## src/hw/tabc_pkg.sv

```systemverilog
package tabc_pkg;

  // counter width and the values a read shows at the reload instant
  localparam int TABC_CNT_W = 16;
  localparam logic [15:0] TABC_ALL_ONES = 16'hFFFF;
  localparam logic [15:0] TABC_ALL_ZEROS = 16'h0000;
  localparam logic [15:0] TABC_ONE = 16'h0001;

  // reset values
  localparam logic [15:0] TABC_CNT_RST = 16'h0000;
  localparam logic [15:0] TABC_RELOAD_RST = 16'h0000;
  localparam logic [15:0] TABC_RDATA_RST = 16'h0000;

  // synchroniser lanes: bit positions of the pin inputs
  localparam int TABC_SYNC_W = 2;
  localparam int TABC_SYNC_A_EVENT = 0;
  localparam int TABC_SYNC_B_EVENT = 1;

  // family A operating modes
  typedef enum logic [1:0] {
    TABC_A_TIMER,
    TABC_A_EVENT,
    TABC_A_ONESHOT,
    TABC_A_PWM
  } tabc_a_mode_t;

  // family B operating modes
  typedef enum logic [1:0] {
    TABC_B_TIMER,
    TABC_B_EVENT,
    TABC_B_MEASURE
  } tabc_b_mode_t;

  // family A control bits, held by software
  typedef struct packed {
    tabc_a_mode_t mode;
    logic start;
    logic count_up;
    logic free_run;
  } tabc_a_ctrl_t;

  // family B control bits; width_sel is the measurement mode select bit
  typedef struct packed {
    tabc_b_mode_t mode;
    logic start;
    logic width_sel;
  } tabc_b_ctrl_t;

endpackage

```

## src/hw/tabc_sync.sv

```systemverilog
`timescale 1ns/1ps
module tabc_sync
  import tabc_pkg::*;
(
  // clock and reset
  input wire logic clock_in,
  input wire logic rst_n_in,
  // asynchronous levels and their synchronised copies
  input wire logic [TABC_SYNC_W-1:0] async_in,
  output logic [TABC_SYNC_W-1:0] sync_out
);

  logic [TABC_SYNC_W-1:0] meta;

  // two stages per lane; the first stage feeds only the second
  genvar i;
  generate
    for (i = 0; i < TABC_SYNC_W; i = i + 1) begin : g_lane
      always_ff @(posedge clock_in or negedge rst_n_in) begin
        if (!rst_n_in) begin
          meta[i] <= 1'b0;
          sync_out[i] <= 1'b0;
        end else begin
          meta[i] <= async_in[i];
          sync_out[i] <= meta[i];
        end
      end
    end
  endgenerate

endmodule

```

## src/hw/tabc_timer.sv

```systemverilog
`timescale 1ns/1ps
module tabc_timer
  import tabc_pkg::*;
(
  // clock and reset
  input wire logic clock_in,
  input wire logic rst_n_in,
  // family A control and register access
  input wire tabc_a_ctrl_t ta_ctrl_in,
  input wire logic ta_wr_in,
  input wire logic [TABC_CNT_W-1:0] ta_wdata_in,
  input wire logic ta_rd_in,
  input wire logic ta_irq_clr_in,
  input wire logic ta_event_in,
  // family B control and register access
  input wire tabc_b_ctrl_t tb_ctrl_in,
  input wire logic tb_wr_in,
  input wire logic [TABC_CNT_W-1:0] tb_wdata_in,
  input wire logic tb_rd_in,
  input wire logic tb_irq_clr_in,
  input wire logic tb_event_in,
  // family A results
  output logic [TABC_CNT_W-1:0] ta_rdata_out,
  output logic ta_irq_out,
  output logic timer_a_output_pin_out,
  // family B results
  output logic [TABC_CNT_W-1:0] tb_rdata_out,
  output logic tb_irq_out
);

  logic rst_meta;
  logic rst_n;
  logic [TABC_SYNC_W-1:0] pin_sync;
  logic a_ev_q;
  logic b_ev_q;
  logic a_ev_rise;
  logic b_ev_rise;
  logic b_ev_edge;

  // reset released through two flops; assertion stays asynchronous
  always_ff @(posedge clock_in or negedge rst_n_in) begin
    if (!rst_n_in) begin
      rst_meta <= 1'b0;
      rst_n <= 1'b0;
    end else begin
      rst_meta <= 1'b1;
      rst_n <= rst_meta;
    end
  end

  tabc_sync u_sync (
    .clock_in(clock_in),
    .rst_n_in(rst_n),
    .async_in({tb_event_in, ta_event_in}),
    .sync_out(pin_sync)
  );

  // edge detection on the synchronised copies only
  always_ff @(posedge clock_in or negedge rst_n) begin
    if (!rst_n) begin
      a_ev_q <= 1'b0;
      b_ev_q <= 1'b0;
    end else begin
      a_ev_q <= pin_sync[TABC_SYNC_A_EVENT];
      b_ev_q <= pin_sync[TABC_SYNC_B_EVENT];
    end
  end

  assign a_ev_rise = pin_sync[TABC_SYNC_A_EVENT] & ~a_ev_q;
  assign b_ev_rise = pin_sync[TABC_SYNC_B_EVENT] & ~b_ev_q;
  assign b_ev_edge = pin_sync[TABC_SYNC_B_EVENT] ^ b_ev_q;

  // ---------------- family A ----------------
  logic [TABC_CNT_W-1:0] a_cnt;
  logic [TABC_CNT_W-1:0] a_reload;
  tabc_a_mode_t a_mode_q;
  logic a_start_q;
  logic a_os_active;
  logic a_pwm_high;
  logic a_start_rise;
  logic a_start_fall;
  logic a_counting;
  logic a_tick;
  logic a_down;
  logic a_terminal;
  logic a_reload_now;
  logic a_wrap;
  logic a_enter_irq_mode;
  logic a_irq_set;

  assign a_start_rise = ta_ctrl_in.start & ~a_start_q;
  assign a_start_fall = a_start_q & ~ta_ctrl_in.start;

  // one-shot runs on its own trigger; the other modes follow the start flag
  always_comb begin
    a_counting = ta_ctrl_in.start;
    a_tick = 1'b1;
    a_down = 1'b1;
    case (ta_ctrl_in.mode)
      TABC_A_TIMER: begin
        a_counting = ta_ctrl_in.start;
      end
      TABC_A_EVENT: begin
        a_tick = a_ev_rise;
        a_down = ~ta_ctrl_in.count_up;
      end
      TABC_A_ONESHOT: begin
        a_counting = a_os_active & ta_ctrl_in.start;
      end
      default: begin
        a_counting = ta_ctrl_in.start & a_start_q;
      end
    endcase
  end

  assign a_terminal = a_down ? (a_cnt == TABC_ALL_ZEROS) : (a_cnt == TABC_ALL_ONES);
  // free-running event counting wraps with no reload instant
  assign a_wrap = a_counting & a_tick & a_terminal;
  assign a_reload_now = a_wrap & ~((ta_ctrl_in.mode == TABC_A_EVENT) & ta_ctrl_in.free_run);

  // only entries from timer or event count; reset leaves the mode at timer
  assign a_enter_irq_mode = (ta_ctrl_in.mode != a_mode_q) &
                            ((ta_ctrl_in.mode == TABC_A_ONESHOT) |
                             (ta_ctrl_in.mode == TABC_A_PWM)) &
                            ((a_mode_q == TABC_A_TIMER) | (a_mode_q == TABC_A_EVENT));

  // mode and start history
  always_ff @(posedge clock_in or negedge rst_n) begin
    if (!rst_n) begin
      a_mode_q <= TABC_A_TIMER;
      a_start_q <= 1'b0;
    end else begin
      a_mode_q <= ta_ctrl_in.mode;
      a_start_q <= ta_ctrl_in.start;
    end
  end

  // reload register follows every write; counter only takes it while halted
  always_ff @(posedge clock_in or negedge rst_n) begin
    if (!rst_n) begin
      a_reload <= TABC_RELOAD_RST;
    end else if (ta_wr_in) begin
      a_reload <= ta_wdata_in;
    end
  end

  // family A counter
  always_ff @(posedge clock_in or negedge rst_n) begin
    if (!rst_n) begin
      a_cnt <= TABC_CNT_RST;
    end else if (ta_wr_in && !a_counting) begin
      a_cnt <= ta_wdata_in;
    end else if ((ta_ctrl_in.mode == TABC_A_ONESHOT) && a_os_active && a_start_fall) begin
      a_cnt <= a_reload;
    end else if ((ta_ctrl_in.mode == TABC_A_PWM) && a_start_rise) begin
      a_cnt <= a_reload;
    end else if (a_reload_now) begin
      if (ta_ctrl_in.mode == TABC_A_PWM) begin
        a_cnt <= a_pwm_high ? ~a_reload : a_reload;
      end else begin
        a_cnt <= a_reload;
      end
    end else if (a_counting && a_tick) begin
      a_cnt <= a_down ? a_cnt - TABC_ONE : a_cnt + TABC_ONE;
    end
  end

  // one-shot trigger on the start edge, ended by underflow or by clearing start
  always_ff @(posedge clock_in or negedge rst_n) begin
    if (!rst_n) begin
      a_os_active <= 1'b0;
    end else if (ta_ctrl_in.mode != TABC_A_ONESHOT) begin
      a_os_active <= 1'b0;
    end else if (a_start_rise) begin
      a_os_active <= 1'b1;
    end else if (a_start_fall || a_reload_now) begin
      a_os_active <= 1'b0;
    end
  end

  // pwm phase: high for the reload count, low for its complement
  always_ff @(posedge clock_in or negedge rst_n) begin
    if (!rst_n) begin
      a_pwm_high <= 1'b0;
    end else if (ta_ctrl_in.mode != TABC_A_PWM) begin
      a_pwm_high <= 1'b0;
    end else if (a_start_rise) begin
      a_pwm_high <= 1'b1;
    end else if (!ta_ctrl_in.start) begin
      a_pwm_high <= 1'b0;
    end else if (a_reload_now) begin
      a_pwm_high <= ~a_pwm_high;
    end
  end

  // output pin driven from the active phase register
  always_ff @(posedge clock_in or negedge rst_n) begin
    if (!rst_n) begin
      timer_a_output_pin_out <= 1'b0;
    end else begin
      case (ta_ctrl_in.mode)
        TABC_A_ONESHOT: begin
          timer_a_output_pin_out <= a_os_active & ta_ctrl_in.start & ~a_reload_now;
        end
        TABC_A_PWM: begin
          timer_a_output_pin_out <= a_pwm_high & ta_ctrl_in.start &
                                    ~(a_reload_now & a_pwm_high);
        end
        default: begin
          timer_a_output_pin_out <= 1'b0;
        end
      endcase
    end
  end

  // family A request sources
  always_comb begin
    a_irq_set = a_enter_irq_mode;
    case (ta_ctrl_in.mode)
      TABC_A_ONESHOT: begin
        a_irq_set = a_irq_set | (a_os_active & (a_start_fall | a_reload_now));
      end
      TABC_A_PWM: begin
        // a low pin at stop raises nothing
        a_irq_set = a_irq_set | (a_pwm_high & (a_start_fall | a_reload_now));
      end
      default: begin
        a_irq_set = a_irq_set | a_wrap;
      end
    endcase
  end

  // sticky request; a set in the clearing cycle wins
  always_ff @(posedge clock_in or negedge rst_n) begin
    if (!rst_n) begin
      ta_irq_out <= 1'b0;
    end else if (a_irq_set) begin
      ta_irq_out <= 1'b1;
    end else if (ta_irq_clr_in) begin
      ta_irq_out <= 1'b0;
    end
  end

  // family A read: live count, or the fixed pattern at a timer or event mode reload instant
  always_ff @(posedge clock_in or negedge rst_n) begin
    if (!rst_n) begin
      ta_rdata_out <= TABC_RDATA_RST;
    end else if (ta_rd_in) begin
      if (a_reload_now && (ta_ctrl_in.mode == TABC_A_TIMER)) begin
        ta_rdata_out <= TABC_ALL_ONES;
      end else if (a_reload_now && (ta_ctrl_in.mode == TABC_A_EVENT)) begin
        ta_rdata_out <= a_down ? TABC_ALL_ONES : TABC_ALL_ZEROS;
      end else begin
        ta_rdata_out <= a_cnt;
      end
    end
  end

  // ---------------- family B ----------------
  logic [TABC_CNT_W-1:0] b_cnt;
  logic [TABC_CNT_W-1:0] b_reload;
  logic b_start_q;
  logic b_sel_q;
  logic b_first_edge;
  logic b_measure;
  logic b_tick;
  logic b_reload_now;
  logic b_meas_edge;
  logic b_sel_change;

  assign b_measure = (tb_ctrl_in.mode == TABC_B_MEASURE);
  assign b_tick = (tb_ctrl_in.mode == TABC_B_EVENT) ? b_ev_rise : 1'b1;
  assign b_reload_now = ~b_measure & tb_ctrl_in.start & b_tick & (b_cnt == TABC_ALL_ZEROS);
  // period measures rising to rising, width measures every edge
  assign b_meas_edge = b_measure & tb_ctrl_in.start & b_start_q &
                       (tb_ctrl_in.width_sel ? b_ev_edge : b_ev_rise);
  assign b_sel_change = b_measure & tb_ctrl_in.start & b_start_q &
                        (tb_ctrl_in.width_sel != b_sel_q);

  // start and select history
  always_ff @(posedge clock_in or negedge rst_n) begin
    if (!rst_n) begin
      b_start_q <= 1'b0;
      b_sel_q <= 1'b0;
    end else begin
      b_start_q <= tb_ctrl_in.start;
      b_sel_q <= tb_ctrl_in.width_sel;
    end
  end

  // first edge after start is only an alignment point
  always_ff @(posedge clock_in or negedge rst_n) begin
    if (!rst_n) begin
      b_first_edge <= 1'b0;
    end else if (tb_ctrl_in.start && !b_start_q) begin
      b_first_edge <= 1'b1;
    end else if (b_meas_edge) begin
      b_first_edge <= 1'b0;
    end
  end

  // reload register: software value, or the capture in measurement mode
  always_ff @(posedge clock_in or negedge rst_n) begin
    if (!rst_n) begin
      b_reload <= TABC_RELOAD_RST;
    end else if (b_meas_edge) begin
      b_reload <= b_cnt;
    end else if (tb_wr_in) begin
      b_reload <= tb_wdata_in;
    end
  end

  // family B counter: down in timer and event modes, up while measuring
  always_ff @(posedge clock_in or negedge rst_n) begin
    if (!rst_n) begin
      b_cnt <= TABC_CNT_RST;
    end else if (tb_wr_in && !tb_ctrl_in.start) begin
      b_cnt <= tb_wdata_in;
    end else if (b_meas_edge) begin
      b_cnt <= TABC_ALL_ZEROS;
    end else if (b_measure && tb_ctrl_in.start) begin
      b_cnt <= b_cnt + TABC_ONE;
    end else if (b_reload_now) begin
      b_cnt <= b_reload;
    end else if (tb_ctrl_in.start && b_tick) begin
      b_cnt <= b_cnt - TABC_ONE;
    end
  end

  // sticky request; a set in the clearing cycle wins
  always_ff @(posedge clock_in or negedge rst_n) begin
    if (!rst_n) begin
      tb_irq_out <= 1'b0;
    end else if (b_reload_now || b_sel_change || (b_meas_edge && !b_first_edge)) begin
      tb_irq_out <= 1'b1;
    end else if (tb_irq_clr_in) begin
      tb_irq_out <= 1'b0;
    end
  end

  // family B read; measurement shows the last capture
  always_ff @(posedge clock_in or negedge rst_n) begin
    if (!rst_n) begin
      tb_rdata_out <= TABC_RDATA_RST;
    end else if (tb_rd_in) begin
      if (b_reload_now) begin
        tb_rdata_out <= TABC_ALL_ONES;
      end else if (b_measure) begin
        tb_rdata_out <= b_reload;
      end else begin
        tb_rdata_out <= b_cnt;
      end
    end
  end

endmodule

```

## config.mk

```make
export PLATFORM = sky130hd
export DESIGN_NAME = tabc_timer
export DESIGN_NICKNAME = d
export VERILOG_FILES = /design/src/hw/tabc_pkg.sv /design/src/hw/tabc_sync.sv /design/src/hw/tabc_timer.sv
export SDC_FILE = /design/constraint.sdc
export NUM_CORES = 1
export LEC_CHECK = 0
export BUFFER_PORTS_ARGS = -buffer_cell sky130_fd_sc_hd__buf_2
export CORE_UTILIZATION = 30
export CTS_CLUSTER_SIZE = 28
export DETAILED_ROUTE_END_ITERATION = 6
export GPL_TIMING_DRIVEN = 1
export PLACE_DENSITY = 0.47
export SLEW_MARGIN = 20
export SYNTH_ARGS = -nofsm -noshare
export SYNTH_HDL_FRONTEND = slang
export SYNTH_SLANG_ARGS = --single-unit
```

## constraint.sdc

```tcl
create_clock -name clock_in -period 4.6 [get_ports clock_in]
set_clock_uncertainty 0.05 [all_clocks]
set_input_delay 0.69 -clock clock_in [delete_from_list [all_inputs] [get_ports clock_in]]
set_output_delay 0.69 -clock clock_in [all_outputs]
set_load 0.01 [all_outputs]
```

==> reports/qor.yml, run 1 <==
stdcell_area_mm2: 0.00823
area.growth.synth_to_final_pct: 19.3
dieArea_mm2: 0.0236
mappedNetlistArea_mm2: 0.00690
track_usage_pct: 18.7
finalCoreUtilization_pct: 36.5
power_per_cell_area_mw_per_mm2: 491
wire_per_inst_um: 19.1
p_sw_mw: 1.34
viasPerCell: 5.48
required_ns: 4.85
yosys_warnings: 0
startpoint_type: "flop"
fmax_mhz: 290
clock_latency_ns: 0.42
clkTransAtPathRegs_ns: 0.06
synthArstFlopShare_pct: 100
cts.hold.buffers_added: 1
syn_area_per_cell_um2: 9.16
synthFlopType: "dfrtp_1"
grt_pass1_vias: 5898
fp.dieW_um: 154
rows: 55
reg2reg_from: "b_cnt[0]$_DFFE_PN0P_"
peakVddDrop_mv: 0.222
routed_wl_um: 21300
start_util_pct: 30.6
rsz0062_at_grt: "false"
cts_sinks: 114
drt_pre_antenna_iters: 5
cts-root-buf: "clkbuf_16"
grt_pass1_wl_um: 34200
worstMarginPinSlew_ns: 0.953
p_int_mw: 2.70
max_slew_margin_pct: 35.7
synth_cells: 753
critical_path.startpoint: "b_cnt[0]$_DFFE_PN0P_"
fillCellCount: 2361
power_mw: 4.04
cts_buffer_depth: 2
synth_edf_count: 0
crit_type: "flop to flop"
power_frac_comb_pct: 26.5
cp_data_arrival_time_ns: 3.70
clkPwrFrac_pct: 37.9
min_path_type: "flop to asynchronous set/reset pin"
cts_resized: 0
drt_iter0_drc: 371
synth_top_area_share_pct: 41.3
yosys.area.top_type: "dfrtp_1"
port_buffers: 85
dpl_cell_area_mm2: 0.00755
netlist_top_cells_count: "114 x dfrtp_1, 79 x nor2_1, 76 x a21oi_1, 49 x nand2_1"
p_leak_nw: 3.49
synth_fp_nets: 824
outcome: "complete, no violations"
yosysMostFrequentCell: "dfrtp_1"
layout.nets: 888
setup_violations: 0
drive_above_1_share_pct: 18.7
dp_hpwl_um: 15000
p_seq_share_pct: 35.6
htreeDepth: 4
grt_max_degree: 54
gr-total-overflow: 0
antenna_found_initial: 1
hold_violations: 0
dieHeight_um: 154
drcViolationCount: 0
finalCritPeriodShare_pct: 75.0
fin_crit_ns: 3.45
cts_setup_buffers: 0
vias: 6112
ios: 86
ys_seq_elements: 114
ys_types: 71
ys_top_cells_by_area: "dfrtp_1 41%, mux2i_1 5.7%, a21oi_1 5.5%"
maxCapViolations: 0
core_mm2: 0.0226
cts_made_buffers: 17
cts_tree: "built"
yosysSeqAreaShare_pct: 41.3
gp_congestion: 0.851
swShare_pct: 33.1
setup_tns_ns: 0
final_max_slew_viol_count: 0
antenna_left: 0
end_kind: "flop"
path_max_fanout: 20
-- per-layer routing --
layer | global-route usage, % | wire length [um]
met1 | 26.4 | 10400
met2 | 28.7 | 9720
met3 | 3.95 | 806
met4 | 5.29 | 388
met5 | 0 | 0
-- path summary, 6_finish.rpt --
| check | end | slack, ns | cells past startpoint |
|---|---|---|---|
| min in group clock_in | u_sync.sync_out[1]$_DFF_PN0_ | 0.30 | 0 |
| min reg2reg | b_reload[7]$_DFFE_PN0P_ | 0.23 | 0 |
| max in group asynchronous | b_reload[8]$_DFFE_PN0P_ | 3.23 | 1 |
| min | b_reload[7]$_DFFE_PN0P_ | 0.23 | 0 |
| max | b_cnt[10]$_DFFE_PN0P_ | 1.15 | 9 |
| max reg2reg | b_cnt[10]$_DFFE_PN0P_ | 1.15 | 9 |
-- flip-flops by register name (all words and copies together), names as in the netlist, 2 cells and up --
name,cells
a_cnt,16
a_reload,16
b_cnt,16
b_reload,16
ta_rdata_out,16
tb_rdata_out,16
u_sync.meta,2
u_sync.sync_out,2
-- power groups by stage --
| stage | clock network [mW] | registers (mW) | logic (mW) |
|---|---|---|---|
| final | 1.53 | 1.44 | 1.07 |
| after global placement | 0 | 1.46 | 1.07 |
| after floorplan | 0 | 1.37 | 0.808 |
| after CTS | 1.56 | 1.44 | 1.08 |
| after detailed placement | 0 | 1.46 | 1.07 |
| after global routing | 1.61 | 1.48 | 1.21 |
-- metrics by stage --
stage               worst slack (ns)  std cells  hold WS (ns)
finish                          1.15       1116         0.228
detailed placement              1.06       1082         0.254
global placement                1.10       1082         0.253
floorplan                       1.14        753         0.281
CTS                             1.18       1115         0.252
global route                   0.998       1115         0.281
-- critical path, stage by stage, from the launching register on --
cell	delay, ns
dfrtp_1	0.48
inv_1	0.13
ha_1	0.18
or3b_1	0.47
or3_4	0.48
or3_1	0.74
buf_4	0.36
o21ai_2	0.12
a21oi_1	0.06
a221o_1	0.25
-- cells in the final DEF (no fill, tap or decap), drive strengths merged, types with 4 or more instances in the layout --
cell | netlist | routed
dfrtp | 114 | 114
buf | 14 | 97
nor2 | 79 | 79
a21oi | 76 | 76
nand2 | 49 | 49
mux2i | 39 | 39
o21ai | 37 | 37
a31oi | 22 | 22
clkbuf | 39 | 22
ha | 19 | 19
mux2 | 16 | 16
nand3 | 15 | 15
inv | 14 | 14
xnor2 | 14 | 14
nor4 | 12 | 12
nand4 | 12 | 12
a211oi | 11 | 11
nor3 | 11 | 11
a22oi | 10 | 10
xor2 | 10 | 10
or3 | 10 | 10
o22ai | 8 | 8
nor2b | 8 | 8
nand2b | 7 | 7
a311oi | 6 | 6
bufinv | 0 | 6
o221ai | 5 | 5
o31a | 5 | 5
o31ai | 5 | 5
and3 | 5 | 5
a21o | 5 | 5
o211ai | 5 | 5
a211o | 5 | 5
o21a | 5 | 5
and2 | 5 | 5
o2111ai | 5 | 5
a22o | 4 | 4
or2 | 4 | 4
clkinv | 0 | 4
-- final cells by class --
cell class / instances / area, um2 / share of cell area [%]
multi-input cells: 572 / 3770 / 45.8
flip-flops and latches: 114 / 2860 / 34.7
repair buffers: 98 / 526 / 6.38
clock buffers: 22 / 464 / 5.64
well taps: 285 / 357 / 4.33
clock inverters: 10 / 204 / 2.48
inverters: 14 / 52.6 / 0.638
diodes: 1 / 2.50 / 0.0304
-- logic make-up after synthesis --
logic type,synth area share (%)
AO/OA/AOI/OAI,22.6
AND/OR/NAND/NOR,16.9
flip-flops,41.3
buffers and inverters,4.10
multiplexers,8.27
XOR/XNOR,3.05
adder cells (fa/ha/maj),3.74
other,0.0544
Note: power is estimated with default switching activity, not from simulation.
==> inputs of run 2 (changes only) <==
PLACE_DENSITY = 0.48   (was 0.47)
clock period = 3.12 ns   (was 4.6 ns; I/O delays follow)
==> run 2 against run 1 <==
Net effect: register-to-register slack got worse by 0.79 ns; sequential share of layout area decreased by 0.64 points; hold slack got worse by 0.12 ns; clock power increased by 33%; via count increased by 2.5%; clock-buffer cell count decreased by 1; wire length increased by 1.5%; total power increased by 43%; worst setup slack got worse by 0.79 ns; fmax increased by 25%; cell area increased by 1.9%; largest power group is now registers; highest routed layer unchanged.
==> reports/qor.yml, run 2 (synthesized netlist as in run 1, its figures left out) <==
viasPerCell: 5.48  # about the same
fp.dieW_um: 154  # unchanged
cp_top_family: "simple AND/OR/NAND/NOR gates"
htreeDepth: 4  # unchanged
r2r_cells: 9  # unchanged
grt_max_degree: 50  # -7.4%
dp_worst_setup_slack_ns: 0.120  # -0.940 ns
cts_resized: 0  # unchanged
reg2reg_from: "b_cnt[1]$_DFFE_PN0P_"
outcome: "complete, no violations"
final_max_slew_viol_count: 0  # unchanged
min_to: "u_sync.meta[0]$_DFF_PN0_"
layout_common_cells: "113 x dfrtp_1, 85 x buf_2, 79 x nor2_1"
rrSetupSlack_ns: 0.36  # -0.79 ns
setup_violations: 0  # unchanged
gr-total-overflow: 0  # unchanged
wire_per_inst_um: 18.9  # -0.86%
dpl_cell_area_mm2: 0.00777  # +3.0%
stdcell_area_mm2: 0.00839  # +1.9%
regToRegEndpoint: "b_cnt[14]$_DFFE_PN0P_"
rows: 55  # unchanged
crit_cells: 9  # unchanged
finalCritPeriodShare_pct: 88.5  # +14 points
gp_congestion: 0.883  # +3.8%
ios: 86  # unchanged
path_buf_inv: 2  # unchanged
hold_violations: 0  # unchanged
vias: 6265  # +2.5%
hold_path_depth: 1
grt_pass1_wl_um: 34800  # +1.8%
critPathMaxStageDelay_ns: 0.46  # -0.28 ns
port_buffers: 85  # unchanged
power_per_cell_area_mw_per_mm2: 691  # +41%
antenna_found_initial: 1  # unchanged
core_mm2: 0.0226  # unchanged
min_from: "ta_event_in"
rsz0062_at_grt: "false"
fin_ws_ns: 0.358  # -0.793 ns
max_slew_margin_pct: 53.3  # +18 points
dp_hpwl_um: 15500  # +3.6%
antenna_left: 0  # unchanged
area.growth.synth_to_final_pct: 21.5
grt_pass1_vias: 6284  # +6.5%
finalCoreUtilization_pct: 37.2  # +0.69 points
drive_above_1_share_pct: 21.4  # +2.7 points
power_mw: 5.80  # +43%
drcViolationCount: 0  # unchanged
setup_tns_ns: 0  # unchanged
required_ns: 3.34  # -1.51 ns
cts_buffer_depth: 2  # unchanged
cts_made_buffers: 17  # unchanged
cp_slowest_cell: "or3_4"
cts_tree: "built"
clkTransAtPathRegs_ns: 0.06  # about the same
dieArea_mm2: 0.0236  # unchanged
worstMarginPinSlew_ns: 0.701  # -0.252 ns
track_usage_pct: 19.1  # +0.34 points
path_max_fanout: 13  # -35%
min_path_type: "input pin to flop"
startpoint_type: "flop"
drt_iter0_drc: 465  # +25%
final_common_cell: "dfrtp_1"
start_util_pct: 30.6  # unchanged
cts_sinks: 114  # unchanged
fmax_mhz: 362  # +25%
layout.nets: 916  # +3.2%
drt_pre_antenna_iters: 7  # +2
routed_wl_um: 21600  # +1.5%
path_cells: "inv_1, ha_1, or3b_1, or3_4, or3_1, buf_4, nand2_1, o31a_1, o311ai_0"
p_leak_nw: 3.59  # +2.9%
crit_type: "flop to flop"
peakVddDrop_mv: 0.260  # +17%
clock_latency_ns: 0.42  # about the same
fin_crit_ns: 2.76  # -0.687 ns
maxCapViolations: 0  # unchanged
cts-root-buf: "clkbuf_16"
cp_data_arrival_time_ns: 2.99  # -0.71 ns
end_kind: "flop"
dieHeight_um: 154  # unchanged
-- run 2: worst reg2reg max path, stage by stage, from the launching register on --
cell and delay (ns):
dfrtp_1 0.37, inv_1 0.10, ha_1 0.19, or3b_1 0.40
or3_4 0.46, or3_1 0.42, buf_4 0.22, nand2_1 0.16
o31a_1 0.14, o311ai_0 0.13
-- run 2: power breakdown --
| group | switching [mW] | total [mW] | internal (mW) |
|---|---|---|---|
| clock | 0.720 | 2.03 | 1.31 |
| sequential | 0.344 | 2.09 | 1.74 |
| combinational | 0.933 | 1.68 | 0.746 |
| total | 2.00 | 5.80 | 3.80 |
-- run 2: timing repair --
| item | CTS | global route |
|---|---|---|
| hold endpoints to repair | 2 | 0 |
| hold buffers | 1 | 0 |
| buffers inserted | 0 | 0 |
-- run 2: through the flow --
| step | instances | hold WS, ns |
|---|---|---|
| 2_1_floorplan | 753 | 0.122 |
| 5_1_grt | 1142 | 0.0886 |
| 4_1_cts | 1142 | 0.0884 |
| 3_5_place_dp | 1110 | 0.219 |
| 6_report | 1143 | 0.109 |
| 3_3_place_gp | 1110 | 0.216 |
-- run 2: area by class of cell --
cell class | count | area, um2
multi-input combinational | 572 | 3770
tap | 285 | 357
sequential | 114 | 2860
clock buffer | 21 | 470
clock inverter | 10 | 133
inverter | 14 | 52.6
fill | 2329 | 14200
timing repair buffer | 126 | 748
antenna | 1 | 2.50
-- run 2: routing by layer --
layer | share of wire [%] | track usage, % | up-vias
met5 | 0 | 0 | -
li1 | - | - | 3012
met1 | 47 | 26.0 | 3036
met4 | 2.2 | 7.00 | 0
met2 | 46 | 29.3 | 184
met3 | 4.5 | 4.43 | 33
-- run 2: how the worst max path moves through the flow --
stage | to | slack (ns) | from
after global placement | a_cnt[12]$_DFFE_PN0P_ | 0.17 | ta_ctrl_in[4]
final | b_cnt[14]$_DFFE_PN0P_ | 0.36 | b_cnt[1]$_DFFE_PN0P_
after global routing | b_cnt[0]$_DFFE_PN0P_ | 0.23 | b_cnt[1]$_DFFE_PN0P_
after CTS | b_cnt[14]$_DFFE_PN0P_ | 0.38 | b_cnt[1]$_DFFE_PN0P_
after detailed placement | a_cnt[9]$_DFFE_PN0P_ | 0.12 | ta_ctrl_in[4]
after floorplan | a_cnt[9]$_DFFE_PN0P_ | 0.007 | ta_ctrl_in[3]
==> inputs of run 3 (changes only) <==
MAX_ROUTING_LAYER = met4   (was not set)
PLACE_DENSITY = 0.46   (was 0.48)
==> run 3 against run 2 <==
Net effect: global-route usage up 0.66 points; sequential power about the same; largest cell class unchanged; fmax down 7.2%; first-iteration DRC count down 24%; sequential share of layout area up 0.12 points; core utilization down 0.13 points.
==> reports/qor.yml, run 3 (synthesized netlist as in run 1, its figures left out) <==
fin_crit_ns: 2.98  # +0.214 ns
rows: 55  # unchanged
outcome: "complete, no violations"
min_path_type: "input pin to flop"
cts_resized: 0  # unchanged
path_max_fanout: 25  # +12
routed_wl_um: 21800  # +0.76%
setup_violations: 0  # unchanged
layout.nets: 915  # -0.11%
power_per_cell_area_mw_per_mm2: 679  # -1.8%
area.growth.synth_to_final_pct: 21.1
cts_buffer_depth: 2  # unchanged
final_common_cell: "dfrtp_1"
core_mm2: 0.0226  # unchanged
htreeDepth: 4  # unchanged
fin_ws_ns: 0.144  # -0.214 ns
ios: 86  # unchanged
required_ns: 3.37  # +0.03 ns
gr-total-overflow: 0  # unchanged
cts_setup_buffers: 0  # unchanged
final_max_slew_viol_count: 0  # unchanged
layout.cells.non_filler: 1142  # -0.087%
cts_tree: "built"
drcViolationCount: 0  # unchanged
drt_iter0_drc: 355  # -24%
drt_pre_antenna_iters: 6  # -1
layout_common_cells: "113 x dfrtp_1, 85 x buf_2, 79 x nor2_1"
min_from: "tb_event_in"
end_kind: "flop"
crit_type: "flop to flop"
hold_path_depth: 1  # unchanged
startpoint_type: "flop"
track_usage_pct: 19.7  # +0.66 points
fmax_mhz: 336  # -7.2%
r2r_cells: 9  # unchanged
power_mw: 5.68  # -2.1%
fp.dieW_um: 154  # unchanged
drive_above_1_share_pct: 21.5  # +0.14 points
clkTransAtPathRegs_ns: 0.06  # about the same
cts.hold.buffers_added: 1  # unchanged
reg2reg_from: "b_cnt[1]$_DFFE_PN0P_"
cts_sinks: 114  # unchanged
vias: 6213  # -0.83%
start_util_pct: 30.6  # unchanged
wire_per_inst_um: 19.1  # +0.85%
clock_latency_ns: 0.42  # about the same
viasPerCell: 5.44  # -0.74%
cts-root-buf: "clkbuf_16"
max_slew_margin_pct: 55.0  # +1.8 points
grt_pass1_wl_um: 35100  # +0.78%
antenna_found_initial: 1  # unchanged
hold_violations: 0  # unchanged
peakVddDrop_mv: 0.281  # +8.1%
dp_cells: 1109  # -0.090%
fillCellCount: 2349  # +0.86%
maxCapViolations: 0  # unchanged
grt_max_degree: 89  # +78%
antenna_left: 0  # unchanged
dieHeight_um: 154  # unchanged
setup_tns_ns: 0  # unchanged
critical_path.startpoint: "b_cnt[1]$_DFFE_PN0P_"
dp_hpwl_um: 15500  # -0.11%
port_buffers: 85  # unchanged
cp_data_arrival_time_ns: 3.23  # +0.24 ns
rrSetupSlack_ns: 0.14  # -0.21 ns
dieArea_mm2: 0.0236  # unchanged
regToRegEndpoint: "b_cnt[10]$_DFFE_PN0P_"
worstMarginPinSlew_ns: 0.671  # -0.0296 ns
p_leak_nw: 3.57  # -0.48%
gp_congestion: 0.884  # +0.10%
cts_made_buffers: 17  # unchanged
rsz0062_at_grt: "false"
grt_pass1_vias: 6130  # -2.5%
min_to: "u_sync.meta[1]$_DFF_PN0_"
dp_worst_setup_slack_ns: 0.0982  # -0.0215 ns
finalCritPeriodShare_pct: 95.4  # +6.9 points
-- run 3: stage by stage --
| stage | utilization, % | instance area (um2) | hold slack [ns] |
|---|---|---|---|
| finish | 37.0 | 8360 | 0.102 |
| global route | 37.0 | 8360 | 0.0861 |
| CTS | 37.0 | 8350 | 0.0846 |
| detailed placement | 34.4 | 7770 | 0.207 |
| global placement | 34.4 | 7770 | 0.204 |
| floorplan | - | 6900 | 0.122 |
-- run 3: area by class of cell --
cell class / count / area, um2 / share of cell area, %
inverter: 14 / 52.6 / 0.629
clock inverter: 14 / 141 / 1.69
multi-input combinational: 572 / 3770 / 45.1
timing repair buffer: 125 / 753 / 9.01
antenna: 1 / 2.50 / 0.0299
tap: 285 / 357 / 4.27
sequential: 114 / 2860 / 34.2
clock buffer: 17 / 425 / 5.09
-- run 3: worst max-delay path by stage --
stage                             to  slack (ns)
2_1_floorplan   a_cnt[9]$_DFFE_PN0P_       0.007
3_3_place_gp    a_cnt[9]$_DFFE_PN0P_        0.11
3_5_place_dp    a_cnt[9]$_DFFE_PN0P_         0.1
4_1_cts        b_cnt[10]$_DFFE_PN0P_        0.18
5_1_grt        b_cnt[10]$_DFFE_PN0P_        0.05
6_report       b_cnt[10]$_DFFE_PN0P_        0.14
-- run 3: critical path, cell delays in order (launching register included) --
cell	delay [ns]
dfrtp_1	0.44
inv_1	0.12
ha_1	0.19
or3b_1	0.39
or3_4	0.45
or3_1	0.54
buf_12	0.24
o21ai_2	0.12
a21oi_1	0.05
a221o_1	0.25
-- run 3: power by group --
group          internal (mW)  total, mW  leakage, nW  switching, mW
logic                  0.750       1.68         1.97          0.935
clock network           1.16       1.91        0.271          0.746
registers               1.75       2.08         1.33          0.336
-- run 3: per-layer routing --
| metal | routed length (um) | share of wire (%) | GRT usage, % |
|---|---|---|---|
| met5 | 0 | 0 | - |
| met4 | 323 | 1.5 | 6.05 |
| met3 | 841 | 3.9 | 3.64 |
| met2 | 10200 | 47 | 30.3 |
| met1 | 10500 | 48 | 26.2 |
